===== config.mk =====
export PLATFORM = sky130hd
export DESIGN_NAME = gpp_port
export DESIGN_NICKNAME = d
export VERILOG_FILES = /design/src/gpp_pkg.sv /design/src/gpp_sync.sv /design/src/gpp_port.sv
export SDC_FILE = /design/constraint.sdc
export NUM_CORES = 1
export LEC_CHECK = 0
export BUFFER_PORTS_ARGS = -buffer_cell sky130_fd_sc_hd__buf_2
export CORE_MARGIN = 5
export CORE_UTILIZATION = 50
export DETAILED_ROUTE_END_ITERATION = 10
export PLACE_DENSITY_LB_ADDON = 0.2
export SYNTH_ARGS = -nofsm -noshare
export SYNTH_HDL_FRONTEND = slang
export SYNTH_SLANG_ARGS = --single-unit

===== constraint.sdc =====
create_clock -name clk_in -period 5.5 [get_ports clk_in]
set_input_delay 1.1 -clock clk_in [delete_from_list [all_inputs] [get_ports clk_in]]
set_output_delay 1.1 -clock clk_in [all_outputs]
set_load 0.005 [all_outputs]

===== src/gpp_pkg.sv =====
// constants for the general-purpose and serial pin port block
// Behaviour
// RQ1 - control: direction bit 2n, pull-up 2n+1
// RQ2 - output direction forces pull-up off
// RQ3 - control and irq-enable cleared by power-on only
// RQ4 - output pins drive latch; read returns latch
// RQ5 - input pins read back synchronised pin level
// RQ6 - data latches never reset, keep contents
// RQ7 - software writes data before selecting output
// RQ8 - port B mirrors A on pins 31..16
// RQ9 - active-low level irq: OR of enabled low pins
// RQ10 - irq enable bit n masks port A pin n
// RQ11 - software reads port A data for source
// RQ12 - serial1 bit3 clock dir, bit2 clock data
// RQ13 - software stops serial1 clock before port use
// RQ14 - serial1 bit1 txd select, bit0 txd/rxd
// RQ15 - software clears transmit enable before break
// RQ16 - serial1 bit7 rx irq enable, 6..4 zero
// RQ17 - resets clear serial control bits, not data
// RQ18 - serial2 bit7 rts dir, bit6 rts data
// RQ19 - serial2 bit5 cts dir, bit4 cts data
// RQ20 - serial2 bit3 clock dir, bit2 clock data
// RQ21 - serial2 bit1 txd select, bit0; 15..8 zero
// RQ22 - software disables serial2 functions before port use
// RQ23 - software enables port only without PCI
// RQ24 - software sets irq source pins as input
// RQ25 - irq holds while any enabled pin low
package gpp_pkg;
    localparam int          PORT_W        = 16;
    localparam int          ADDR_W        = 8;
    localparam int          DATA_W        = 32;
    // byte offsets of the register map
    localparam logic [7:0]  OFS_A_CTRL    = 8'h00;
    localparam logic [7:0]  OFS_A_DATA    = 8'h04;
    localparam logic [7:0]  OFS_B_CTRL    = 8'h08;
    localparam logic [7:0]  OFS_B_DATA    = 8'h0c;
    localparam logic [7:0]  OFS_IRQ_EN    = 8'h10;
    localparam logic [7:0]  OFS_SER1      = 8'h14;
    localparam logic [7:0]  OFS_SER2      = 8'h18;
    // reset values
    localparam logic [31:0] CTRL_RST      = 32'h0000_0000;
    localparam logic [15:0] IRQ_EN_RST    = 16'h0000;
    // serial1 pin port fields
    localparam int          S1_RXF_IEN    = 7;
    localparam int          S1_CLK_DIR    = 3;
    localparam int          S1_CLK_VAL    = 2;
    localparam int          S1_TXD_DIR    = 1;
    localparam int          S1_LINE_VAL   = 0;
    // serial2 pin port fields
    localparam int          S2_RTS_DIR    = 7;
    localparam int          S2_RTS_VAL    = 6;
    localparam int          S2_CTS_DIR    = 5;
    localparam int          S2_CTS_VAL    = 4;
    localparam int          S2_CLK_DIR    = 3;
    localparam int          S2_CLK_VAL    = 2;
    localparam int          S2_TXD_DIR    = 1;
    localparam int          S2_LINE_VAL   = 0;
    // serial pins passed through the synchroniser
    localparam int          SER_PINS      = 6;
    localparam int          SP_SCK1       = 0;
    localparam int          SP_RXD1       = 1;
    localparam int          SP_RTS2       = 2;
    localparam int          SP_CTS2       = 3;
    localparam int          SP_SCK2       = 4;
    localparam int          SP_RXD2       = 5;
endpackage


===== src/gpp_sync.sv =====
// two-stage synchroniser for a bundle of pin inputs
module gpp_sync #(
    parameter int W = 1
) (
    input  wire logic         clk_in,
    input  wire logic         rstn_in,
    input  wire logic [W-1:0] async_in,
    output logic      [W-1:0] sync_out
);
    logic [W-1:0] meta_q;

    // first stage feeds only the second stage
    always_ff @(posedge clk_in) begin
        if (!rstn_in) begin
            meta_q   <= '0;
            sync_out <= '0;
        end else begin
            meta_q   <= async_in;
            sync_out <= meta_q;
        end
    end
endmodule


===== src/gpp_port.sv =====
// general-purpose ports A/B, pin interrupt and serial pin-port registers
//
// Our own choices: the strobed register port and the placing of the registers.
module gpp_port (
    input  wire logic        clk_in,
    input  wire logic        rstn_in,
    input  wire logic        manual_rst_in,
    input  wire logic        gpio_use_select_in,
    // register port
    input  wire logic [7:0]  addr_in,
    input  wire logic [31:0] wdata_in,
    input  wire logic        wr_in,
    input  wire logic        rd_in,
    output logic      [31:0] rdata_out,
    // port A pins 15..0
    input  wire logic [15:0] port_a_in,
    output logic      [15:0] port_a_out,
    output logic      [15:0] port_a_oe_out,
    output logic      [15:0] port_a_pullup_out,
    // port B pins 31..16
    input  wire logic [15:0] port_b_in,
    output logic      [15:0] port_b_out,
    output logic      [15:0] port_b_oe_out,
    output logic      [15:0] port_b_pullup_out,
    output logic             pin_irq_n_out,
    // first serial interface pins
    input  wire logic        sck1_in,
    output logic             sck1_out,
    output logic             sck1_oe_out,
    input  wire logic        rxd1_in,
    output logic             txd1_out,
    output logic             txd1_oe_out,
    output logic             receive_full_irq_en_out,
    // second serial interface pins
    input  wire logic        rts2_in,
    output logic             rts2_out,
    output logic             rts2_oe_out,
    input  wire logic        cts2_in,
    output logic             cts2_out,
    output logic             cts2_oe_out,
    input  wire logic        sck2_in,
    output logic             sck2_out,
    output logic             sck2_oe_out,
    input  wire logic        rxd2_in,
    output logic             txd2_out,
    output logic             txd2_oe_out
);
    // control registers (power-on reset only)
    logic [31:0] port_a_direction_ctrl_q;
    logic [31:0] port_b_direction_ctrl_q;
    logic [15:0] pin_interrupt_enable_q;
    // data latches, never reset
    logic [15:0] port_a_data_latch_q;
    logic [15:0] port_b_data_latch_q;
    // serial pin ports: control bits reset, value bits never reset
    logic        s1_rxf_ien_q;
    logic        s1_clk_dir_q;
    logic        s1_txd_dir_q;
    logic        s1_clk_val_q;
    logic        s1_line_val_q;
    logic        s2_rts_dir_q;
    logic        s2_cts_dir_q;
    logic        s2_clk_dir_q;
    logic        s2_txd_dir_q;
    logic        s2_rts_val_q;
    logic        s2_cts_val_q;
    logic        s2_clk_val_q;
    logic        s2_line_val_q;

    logic [15:0] pin_a_sync;
    logic [15:0] pin_b_sync;
    logic [gpp_pkg::SER_PINS-1:0] ser_async;
    logic [gpp_pkg::SER_PINS-1:0] ser_sync;

    logic        wr_a_ctrl;
    logic        wr_a_data;
    logic        wr_b_ctrl;
    logic        wr_b_data;
    logic        wr_irq_en;
    logic        wr_ser1;
    logic        wr_ser2;
    logic [15:0] dir_a;
    logic [15:0] dir_b;
    logic [31:0] rdata_d;

    // direction bits sit at even positions
    function automatic logic [15:0] dir_bits(input logic [31:0] ctrl);
        logic [15:0] r;
        r = '0;
        for (int n = 0; n < 16; n++) begin
            r[n] = ctrl[2*n]; // RQ1
        end
        return r;
    endfunction

    // pull-up selects sit at odd positions, blocked on outputs
    function automatic logic [15:0] pullup_bits(input logic [31:0] ctrl);
        logic [15:0] r;
        r = '0;
        for (int n = 0; n < 16; n++) begin
            r[n] = ctrl[2*n+1] & ~ctrl[2*n]; // RQ1 RQ2
        end
        return r;
    endfunction

    // outputs read the latch, inputs read the sampled pin
    function automatic logic [15:0] port_read(input logic [15:0] dir,
                                              input logic [15:0] latch,
                                              input logic [15:0] pin);
        return (dir & latch) | (~dir & pin);
    endfunction

    // every pin is asynchronous to clk_in
    gpp_sync #(
        .W (16)
    ) u_sync_a (
        .clk_in   (clk_in),
        .rstn_in  (rstn_in),
        .async_in (port_a_in),
        .sync_out (pin_a_sync)
    );

    gpp_sync #(
        .W (16)
    ) u_sync_b (
        .clk_in   (clk_in),
        .rstn_in  (rstn_in),
        .async_in (port_b_in),
        .sync_out (pin_b_sync)
    );

    always_comb begin
        ser_async                   = '0;
        ser_async[gpp_pkg::SP_SCK1] = sck1_in;
        ser_async[gpp_pkg::SP_RXD1] = rxd1_in;
        ser_async[gpp_pkg::SP_RTS2] = rts2_in;
        ser_async[gpp_pkg::SP_CTS2] = cts2_in;
        ser_async[gpp_pkg::SP_SCK2] = sck2_in;
        ser_async[gpp_pkg::SP_RXD2] = rxd2_in;
    end

    gpp_sync #(
        .W (gpp_pkg::SER_PINS)
    ) u_sync_ser (
        .clk_in   (clk_in),
        .rstn_in  (rstn_in),
        .async_in (ser_async),
        .sync_out (ser_sync)
    );

    assign wr_a_ctrl = wr_in && (addr_in == gpp_pkg::OFS_A_CTRL);
    assign wr_a_data = wr_in && (addr_in == gpp_pkg::OFS_A_DATA);
    assign wr_b_ctrl = wr_in && (addr_in == gpp_pkg::OFS_B_CTRL);
    assign wr_b_data = wr_in && (addr_in == gpp_pkg::OFS_B_DATA);
    assign wr_irq_en = wr_in && (addr_in == gpp_pkg::OFS_IRQ_EN);
    assign wr_ser1   = wr_in && (addr_in == gpp_pkg::OFS_SER1);
    assign wr_ser2   = wr_in && (addr_in == gpp_pkg::OFS_SER2);
    assign dir_a     = dir_bits(port_a_direction_ctrl_q);
    assign dir_b     = dir_bits(port_b_direction_ctrl_q);

    // manual reset deliberately leaves these untouched
    always_ff @(posedge clk_in) begin
        if (!rstn_in) begin
            port_a_direction_ctrl_q <= gpp_pkg::CTRL_RST; // RQ3
            port_b_direction_ctrl_q <= gpp_pkg::CTRL_RST; // RQ3 RQ8
            pin_interrupt_enable_q  <= gpp_pkg::IRQ_EN_RST; // RQ3
        end else begin
            if (wr_a_ctrl) begin
                port_a_direction_ctrl_q <= wdata_in;
            end
            if (wr_b_ctrl) begin
                port_b_direction_ctrl_q <= wdata_in; // RQ8
            end
            if (wr_irq_en) begin
                pin_interrupt_enable_q <= wdata_in[15:0]; // RQ10
            end
        end
    end

    // no reset term at all: contents survive every reset
    always_ff @(posedge clk_in) begin
        if (wr_a_data) begin
            port_a_data_latch_q <= wdata_in[15:0]; // RQ4 RQ6
        end
        if (wr_b_data) begin
            port_b_data_latch_q <= wdata_in[15:0]; // RQ6 RQ8
        end
    end

    // serial control bits: cleared by either reset
    always_ff @(posedge clk_in) begin
        if (!rstn_in || manual_rst_in) begin
            s1_rxf_ien_q <= 1'b0; // RQ17
            s1_clk_dir_q <= 1'b0; // RQ17
            s1_txd_dir_q <= 1'b0; // RQ17
            s2_rts_dir_q <= 1'b0; // RQ17
            s2_cts_dir_q <= 1'b0; // RQ17
            s2_clk_dir_q <= 1'b0; // RQ17
            s2_txd_dir_q <= 1'b0; // RQ17
        end else begin
            if (wr_ser1) begin
                s1_rxf_ien_q <= wdata_in[gpp_pkg::S1_RXF_IEN]; // RQ16
                s1_clk_dir_q <= wdata_in[gpp_pkg::S1_CLK_DIR]; // RQ12
                s1_txd_dir_q <= wdata_in[gpp_pkg::S1_TXD_DIR]; // RQ14
            end
            if (wr_ser2) begin
                s2_rts_dir_q <= wdata_in[gpp_pkg::S2_RTS_DIR]; // RQ18
                s2_cts_dir_q <= wdata_in[gpp_pkg::S2_CTS_DIR]; // RQ19
                s2_clk_dir_q <= wdata_in[gpp_pkg::S2_CLK_DIR]; // RQ20
                s2_txd_dir_q <= wdata_in[gpp_pkg::S2_TXD_DIR]; // RQ21
            end
        end
    end

    // serial value bits have no reset and keep their contents through either reset
    always_ff @(posedge clk_in) begin
        if (wr_ser1) begin
            s1_clk_val_q  <= wdata_in[gpp_pkg::S1_CLK_VAL]; // RQ12 RQ17
            s1_line_val_q <= wdata_in[gpp_pkg::S1_LINE_VAL]; // RQ14 RQ17
        end
        if (wr_ser2) begin
            s2_rts_val_q  <= wdata_in[gpp_pkg::S2_RTS_VAL]; // RQ18
            s2_cts_val_q  <= wdata_in[gpp_pkg::S2_CTS_VAL]; // RQ19
            s2_clk_val_q  <= wdata_in[gpp_pkg::S2_CLK_VAL]; // RQ20
            s2_line_val_q <= wdata_in[gpp_pkg::S2_LINE_VAL]; // RQ21
        end
    end

    // read mux; unmapped offsets and reserved bits return zero
    always_comb begin
        rdata_d = '0;
        case (addr_in)
            gpp_pkg::OFS_A_CTRL: begin
                rdata_d = port_a_direction_ctrl_q;
            end
            gpp_pkg::OFS_A_DATA: begin
                rdata_d[15:0] = port_read(dir_a, port_a_data_latch_q, pin_a_sync); // RQ4 RQ5
            end
            gpp_pkg::OFS_B_CTRL: begin
                rdata_d = port_b_direction_ctrl_q;
            end
            gpp_pkg::OFS_B_DATA: begin
                rdata_d[15:0] = port_read(dir_b, port_b_data_latch_q, pin_b_sync); // RQ8
            end
            gpp_pkg::OFS_IRQ_EN: begin
                rdata_d[15:0] = pin_interrupt_enable_q;
            end
            gpp_pkg::OFS_SER1: begin
                rdata_d[gpp_pkg::S1_RXF_IEN]  = s1_rxf_ien_q; // RQ16
                rdata_d[gpp_pkg::S1_CLK_DIR]  = s1_clk_dir_q;
                rdata_d[gpp_pkg::S1_CLK_VAL]  = ser_sync[gpp_pkg::SP_SCK1]; // RQ12
                rdata_d[gpp_pkg::S1_TXD_DIR]  = s1_txd_dir_q;
                rdata_d[gpp_pkg::S1_LINE_VAL] = ser_sync[gpp_pkg::SP_RXD1]; // RQ14
            end
            gpp_pkg::OFS_SER2: begin
                rdata_d[gpp_pkg::S2_RTS_DIR]  = s2_rts_dir_q;
                rdata_d[gpp_pkg::S2_RTS_VAL]  = ser_sync[gpp_pkg::SP_RTS2]; // RQ18
                rdata_d[gpp_pkg::S2_CTS_DIR]  = s2_cts_dir_q;
                rdata_d[gpp_pkg::S2_CTS_VAL]  = ser_sync[gpp_pkg::SP_CTS2]; // RQ19
                rdata_d[gpp_pkg::S2_CLK_DIR]  = s2_clk_dir_q;
                rdata_d[gpp_pkg::S2_CLK_VAL]  = ser_sync[gpp_pkg::SP_SCK2]; // RQ20
                rdata_d[gpp_pkg::S2_TXD_DIR]  = s2_txd_dir_q;
                rdata_d[gpp_pkg::S2_LINE_VAL] = ser_sync[gpp_pkg::SP_RXD2]; // RQ21
            end
            default: begin
                rdata_d = '0;
            end
        endcase
    end

    // read data valid only in the cycle after the strobe
    always_ff @(posedge clk_in) begin
        if (!rstn_in) begin
            rdata_out <= '0;
        end else if (rd_in) begin
            rdata_out <= rdata_d;
        end else begin
            rdata_out <= '0;
        end
    end

    // registered pin drivers; port use gated by the bus-control select
    always_ff @(posedge clk_in) begin
        if (!rstn_in) begin
            port_a_out        <= '0;
            port_a_oe_out     <= '0;
            port_a_pullup_out <= '0;
            port_b_out        <= '0;
            port_b_oe_out     <= '0;
            port_b_pullup_out <= '0;
        end else begin
            port_a_out        <= port_a_data_latch_q & dir_a; // RQ4
            port_a_oe_out     <= dir_a & {16{gpio_use_select_in}}; // RQ4
            port_a_pullup_out <= pullup_bits(port_a_direction_ctrl_q) &
                                 {16{gpio_use_select_in}}; // RQ2
            port_b_out        <= port_b_data_latch_q & dir_b; // RQ8
            port_b_oe_out     <= dir_b & {16{gpio_use_select_in}}; // RQ8
            port_b_pullup_out <= pullup_bits(port_b_direction_ctrl_q) &
                                 {16{gpio_use_select_in}}; // RQ2 RQ8
        end
    end

    // level request, re-evaluated every cycle so it tracks the pins
    always_ff @(posedge clk_in) begin
        if (!rstn_in) begin
            pin_irq_n_out <= 1'b1;
        end else begin
            pin_irq_n_out <= ~|(pin_interrupt_enable_q & ~pin_a_sync); // RQ9 RQ10 RQ25
        end
    end

    // value bits are driven only when their direction bit is set
    always_ff @(posedge clk_in) begin
        if (!rstn_in) begin
            sck1_out                <= 1'b0;
            sck1_oe_out             <= 1'b0;
            txd1_out                <= 1'b0;
            txd1_oe_out             <= 1'b0;
            receive_full_irq_en_out <= 1'b0;
            rts2_out                <= 1'b0;
            rts2_oe_out             <= 1'b0;
            cts2_out                <= 1'b0;
            cts2_oe_out             <= 1'b0;
            sck2_out                <= 1'b0;
            sck2_oe_out             <= 1'b0;
            txd2_out                <= 1'b0;
            txd2_oe_out             <= 1'b0;
        end else begin
            sck1_out                <= s1_clk_dir_q & s1_clk_val_q; // RQ12
            sck1_oe_out             <= s1_clk_dir_q; // RQ12
            txd1_out                <= s1_txd_dir_q & s1_line_val_q; // RQ14
            txd1_oe_out             <= s1_txd_dir_q; // RQ14
            receive_full_irq_en_out <= s1_rxf_ien_q; // RQ16
            rts2_out                <= s2_rts_dir_q & s2_rts_val_q; // RQ18
            rts2_oe_out             <= s2_rts_dir_q; // RQ18
            cts2_out                <= s2_cts_dir_q & s2_cts_val_q; // RQ19
            cts2_oe_out             <= s2_cts_dir_q; // RQ19
            sck2_out                <= s2_clk_dir_q & s2_clk_val_q; // RQ20
            sck2_oe_out             <= s2_clk_dir_q; // RQ20
            txd2_out                <= s2_txd_dir_q & s2_line_val_q; // RQ21
            txd2_oe_out             <= s2_txd_dir_q; // RQ21
        end
    end
endmodule


==> metrics.txt, run 1 <==
outcome completed; post-CTS setup buffer count 0; minimum clock period between 3 and 4 ns; first-pass GRT wire length 47.4 mm; Top FF cell, synth dfxtp_1; number of global-route vias before repair about 8.2k; net count reported at finish 1336; WL final 31.2 mm; clock sink count about 340; I/O pins 226; WHS Endpoint u_sync_a.sync_out[2]; initial drt markers 766; Starting Density 0.502; hold path cells 1; GRT Overall Usage 0.231; RR Endpoint rdata_out[6]; synthesized instance count 1052; pre-CTS setup slack 1.77 ns; final hold vios 0; Non-Filler Instances ~1.6k; post-CTS resize count 0; Num CTS Buffers 34; CP arrival 3.34 ns; Crit Path Max Fanout 25; Worst Setup End Kind register; Worst slew margin 0.195; port buffer count 225; Yosys reg bits approximately 340; Worst path max stage delay 0.94 ns; initial antenna violation count 2; EDFF count, synth 38; grt total ovfl 0; synthesized area 0.0117 mm^2; maxcap violations 0; ys async rst share 0; hold_buf cts 0; Post-Syn Area per Cell between 10 and 15 um^2; Reg clk slew, reported paths 0.06 ns; buffer and inverter count on the worst path 1; Tightest Pin Transition ~1.2 ns; hold_sp u_sync_a.meta_q[2]; H-tree Lvls 2; Area growth syn-to-layout 20.8%; placed insts 1535; synth warn 0; # DRC 0; Cell Rows 56; CTS tree yes; Setup Crit Path Kind input port to register; share of cells above drive strength 1 0.261; Setup Skew 0.0143 ns; Commonest cells post-synth dfxtp_1 (305), nand2_1 (176), and2_1 (89), and3_1 (75), clkbuf_1 (42); min-delay worst type register to register; r2r setup slk 3.69 ns; most common cell in the synthesized netlist dfxtp_1; RSZ-0062 raised after global routing no; R2R depth 4; largest net degree at the start of global routing 134; post-DP HPWL 21.5 mm; crit share post-route 0.587; total number of vias approximately 8.3k; critical path, cell by cell buf_2 > or4b_1 > nor2_2; core footprint 0.0233 mm^2; CP delay by family, top simple AND/OR/NAND/NOR gates; Clock Tree Buf Depth 3; PwrDens roughly 360 mW/mm^2; clk root buf clkbuf_16; CP startpoint kind input port; Yosys cell types 46; Die Wd 163 um; routed length per instance slightly below 20 um; post-route setup TNS 0 ns; First-pass DRT Iterations 5; Leakage 5.97 nW; hold slack final between 0.4 and 0.5 ns; maximum vdd drop 303 uV; Achievable Freq 310 MHz; die area around 0.027 mm^2; Tot Pwr between 0.005 and 0.006 W; top post-synthesis cells by area dfxtp_1 (52%), edfxtp_1 (9.8%), nand2_1 (5.7%); Max Transition Viols Final 0; DRT antenna net count 0; routability congestion estimate around 0.93; Synth top area share 0.522; final setup fails 0; PnR worst setup slack 2.27 ns; DR vias/cell 5.20; Reg-to-Reg Start port_b_direction_ctrl_q[12]; Die Span Y 163 um; Worst-Skew Late Latency between 0.5 and 0.6 ns; sequential area share after synthesis 0.620; Mapped Nets 1136; Worst EP required 5.62 ns; Synth area leader dfxtp_1; Critical Path Slowest Stage Cell nor2_2
[through the flow]
stage	util	area, um^2
6_report	0.607	14100
5_1_grt	0.607	14100
4_1_cts	0.607	14100
3_5_place_dp	0.557	13000
3_3_place_gp	0.557	13000
2_1_floorplan	-	11700
[flip-flops by register name (all words and copies together), names as in the netlist, 6 cells and up]
signal,count
u_sync_ser.meta_q,6
port_a_out,16
port_b_direction_ctrl_q,32
port_a_pullup_out,16
u_sync_a.meta_q,16
port_b_out,16
port_a_direction_ctrl_q,32
port_a_oe_out,16
port_b_data_latch_q,16
port_b_oe_out,16
u_sync_a.sync_out,16
rdata_out,32
port_b_pullup_out,16
u_sync_ser.sync_out,6
u_sync_b.meta_q,16
port_a_data_latch_q,16
pin_interrupt_enable_q,16
u_sync_b.sync_out,16
[cell families after synthesis]
kind of cell	share of synthesized area
multiplexers	0.0560
AO/OA/AOI/OAI	0.100
flip-flops	0.620
buffers and inverters	0.0307
AND/OR/NAND/NOR	0.193
[final cells by class]
cell class,instances,area [um^2]
fillers,1977,9150
flip-flops and latches,343,7250
multi-input cells,632,4090
repair buffers,231,1190
clock buffers,53,1090
well taps,319,399
clock inverters,8,71.3
inverters,10,37.5
diodes,1,2.50
[routing by layer]
layer,track usage,vias to the layer above,part of all wire
met5,0,-,0.00080
met4,0.0675,4,0.021
met3,0.0468,53,0.085
met2,0.356,352,0.45
met1,0.331,3904,0.45
li1,-,3989,-
[cell usage in the layout (no fill, tap or decap), drive strengths merged, types with 2 or more instances in the layout]
master,Yosys,routed
a21boi,80,80
a21oi,10,10
a22o,9,9
a22oi,23,23
and2,89,89
and3,75,75
buf,24,231
clkbuf,43,53
clkinv,0,4
clkinvlp,0,2
dfxtp,305,305
edfxtp,38,38
inv,10,11
mux2,17,17
mux2i,26,26
mux4,9,9
nand2,176,176
nand2b,2,2
nand3,6,6
nor2,33,33
nor2b,7,7
nor3b,32,32
nor4,3,3
nor4b,2,2
o2111ai,2,2
o21ai,8,8
o22a,3,3
o22ai,5,5
o2bb2ai,3,3
[where the power goes]
group	switching (W)	internal, W	total [W]
Combinational	0.0000897	0.0000608	0.000150
Sequential	0.0000120	0.00255	0.00257
Clock	0.000930	0.00141	0.00234
[worst max-delay path by stage]
| stage | start | endpoint | slack, ns | cells after the start |
|---|---|---|---|---|
| after floorplan | addr_in[2] | port_a_data_latch_q[0] | 2.58 | 4 |
| after global placement | addr_in[2] | port_a_data_latch_q[3] | 1.85 | 3 |
| after detailed placement | addr_in[2] | port_b_data_latch_q[9] | 1.77 | 3 |
| after CTS | addr_in[2] | port_a_direction_ctrl_q[7] | 2.30 | 6 |
| after global routing | addr_in[2] | port_a_direction_ctrl_q[19] | 2.12 | 6 |
| final | addr_in[2] | port_a_data_latch_q[9] | 2.27 | 3 |
[worst register-to-register path, delay by kind of cell, from the launching register on]
family / cells / cell delay, ns
AO/OA/AOI/OAI: 1 / 0.18
flip-flops: 1 / 0.52
multiplexers: 2 / 0.87
AND/OR/NAND/NOR: 1 / 0.08
No activity file was read; power rests on OpenSTA's default activity.
==> inputs of run 2 (changes only) <==
--- a/config.mk
+++ b/config.mk
@@ -7,7 +7,7 @@
 export LEC_CHECK = 0
 export BUFFER_PORTS_ARGS = -buffer_cell sky130_fd_sc_hd__buf_2
 export CORE_MARGIN = 5
-export CORE_UTILIZATION = 50
+export CORE_UTILIZATION = 49
 export DETAILED_ROUTE_END_ITERATION = 10
 export PLACE_DENSITY_LB_ADDON = 0.2
 export SYNTH_ARGS = -nofsm -noshare
==> constraint.sdc (replaced) <==
create_clock -name clk_in -period 2.7 [get_ports clk_in]
set_input_delay 0.54 -clock clk_in [delete_from_list [all_inputs] [get_ports clk_in]]
set_output_delay 0.54 -clock clk_in [all_outputs]
set_load 0.005 [all_outputs]
==> run 2 against run 1 <==
Net effect: sequential power rose by 100%; sequential share of layout area fell by 0.83 points; largest cell class unchanged; clock power rose by 100%; wire length rose by 1.7%; non-clock buffer count rose by 28; utilization rose by 0.45 points; critical path type is now register to register; die area rose by 1.9%.
==> metrics.txt, run 2 (synthesis results as in run 1) <==
commonest cells after routing, fill and taps aside dfxtp_1 (305), buf_2 (224), nand2_1 (176), and2_1 (89), and3_1 (75); Reg clk slew, reported paths 0.06 ns; final hold vios 0; initial drt markers about 650; Achievable Freq approximately 570 MHz; routability congestion estimate 0.866; hold_buf cts 0; CP delay by family, top compound AO/OA/AOI/OAI gates; minimum clock period between 1.5 and 2 ns; hold slack final 0.239 ns; Tightest Pin Transition 0.555 ns; post-route setup TNS 0 ns; Max Transition Viols Final 0; min-delay worst type input port to register; Reg-to-Reg Start pin_interrupt_enable_q[6]; FILL cells between 1.5k and 2k; most common cell after layout, fill and taps aside dfxtp_1; buffer and inverter count on the worst path 0; total number of vias 8387; WP depth 4; crit path capture pin_irq_n_out; Cell Rows 56; RSZ-0062 raised after global routing no; Crit Path Max Fanout 3; Die Span Y 164 um; maximum vdd drop around 380 uV; CP startpoint kind register; R2R depth 4; fin util 0.611; Worst-Skew Late Latency 0.51 ns; Largest regs port_a_direction_ctrl_q (32), port_b_direction_ctrl_q (32), rdata_out (32); port buffer count 225; Worst path max stage delay 0.61 ns; Clock Tree Buf Depth 3; grt total ovfl 0; number of global-route vias before repair between 7k and 8k; r2r setup slk a little over 0.9 ns; met2 wire len 14.1 mm; DRT antenna net count 0; post-CTS setup buffer count 0; WL final 31.7 mm; # DRC 0; maxcap violations 0; crit share post-route 0.655; share of cells above drive strength 1 0.272; post-DP HPWL 22.4 mm; met1 WL 14.0 mm; post-CTS resize count 0; clk root buf clkbuf_16; largest net degree at the start of global routing 76; DR vias/cell around 5.2; Area growth syn-to-layout 22.8%; routed length per instance 19.5 um; net count reported at finish ~1.4k; Num CTS Buffers 35; RR Endpoint pin_irq_n_out; launch point of the worst path pin_interrupt_enable_q[6]; H-tree Lvls 2; Setup Crit Path Kind register to register; Leakage 6.11 nW; CTS tree yes; Worst Setup End Kind register; core footprint 0.0235 mm^2; initial antenna violation count 2; clock sink count approximately 340; die area 0.0270 mm^2; CP arrival roughly 2.1 ns; Worst slew margin 0.625; Starting Density 0.498; Setup Skew around 0.013 ns; First-pass DRT Iterations 5; Critical Path Slowest Stage Cell o41ai_1; first-pass GRT wire length 46.7 mm; met3 wire length 2.83 mm; GRT Overall Usage 0.228; Top Metal Used met4; outcome completed; Die Wd 164 um; critical path, cell by cell nor2b_1 > a2111oi_0 > o2111ai_1 > o41ai_1; final setup fails 0; Worst EP required slightly above 3 ns; I/O pins about 230; PwrDens 718 mW/mm^2
==> run 2: cell types whose count changed in the layout (fill, tap and decap cells not counted), moves of 2 or more <==
cell / previous run / this run
buf_12: 1 / 3
buf_4: 6 / 32
clkbuf_1: 6 / 11
clkbuf_16: 37 / 40
clkbuf_8: 10 / 4
clkinvlp_4: 2 / 0
==> run 2: where the power goes <==
part | switching [W] | internal [W]
Combinational | 0.000186 | 0.000132
Sequential | 0.0000252 | 0.00521
Clock | 0.00186 | 0.00289
Total | 0.00208 | 0.00823
==> run 2: final cells by class <==
type	instances	area [um^2]	share of cell area
flip-flops and latches	343	7250	0.505
multi-input cells	632	4080	0.285
repair buffers	259	1420	0.0991
clock buffers	55	1100	0.0765
well taps	319	399	0.0278
clock inverters	6	60.1	0.00419
inverters	10	37.5	0.00262
diodes	1	2.50	0.000174
==> run 2: layer usage <==
layer,global-route usage,up-vias
li1,-,4040
met1,0.329,3914
met2,0.345,373
met3,0.0509,60
met4,0.0699,0
met5,0,-
==> run 2: through the flow <==
step	cells	worst slack [ns]	total power [W]	instance area, um^2
floorplan	1052	0.343	0.00549	11700
global placement	1563	0.504	0.00565	13200
detailed placement	1563	0.467	0.00566	13200
CTS	1624	0.948	0.0104	14300
global route	1625	0.801	0.0107	14300
finish	1625	0.930	0.0103	14300
==> run 2: worst min-delay path by stage <==
stage,slack [ns],start,to,cells after the start
2_1_floorplan,0.41,u_sync_a.meta_q[0],u_sync_a.sync_out[0],1
3_3_place_gp,0.42,u_sync_b.meta_q[9],u_sync_b.sync_out[9],1
3_5_place_dp,0.42,u_sync_a.meta_q[13],u_sync_a.sync_out[13],1
4_1_cts,0.22,rts2_in,u_sync_ser.meta_q[2],2
5_1_grt,0.23,port_b_in[7],u_sync_b.meta_q[7],2
6_report,0.24,port_b_in[11],u_sync_b.meta_q[11],2
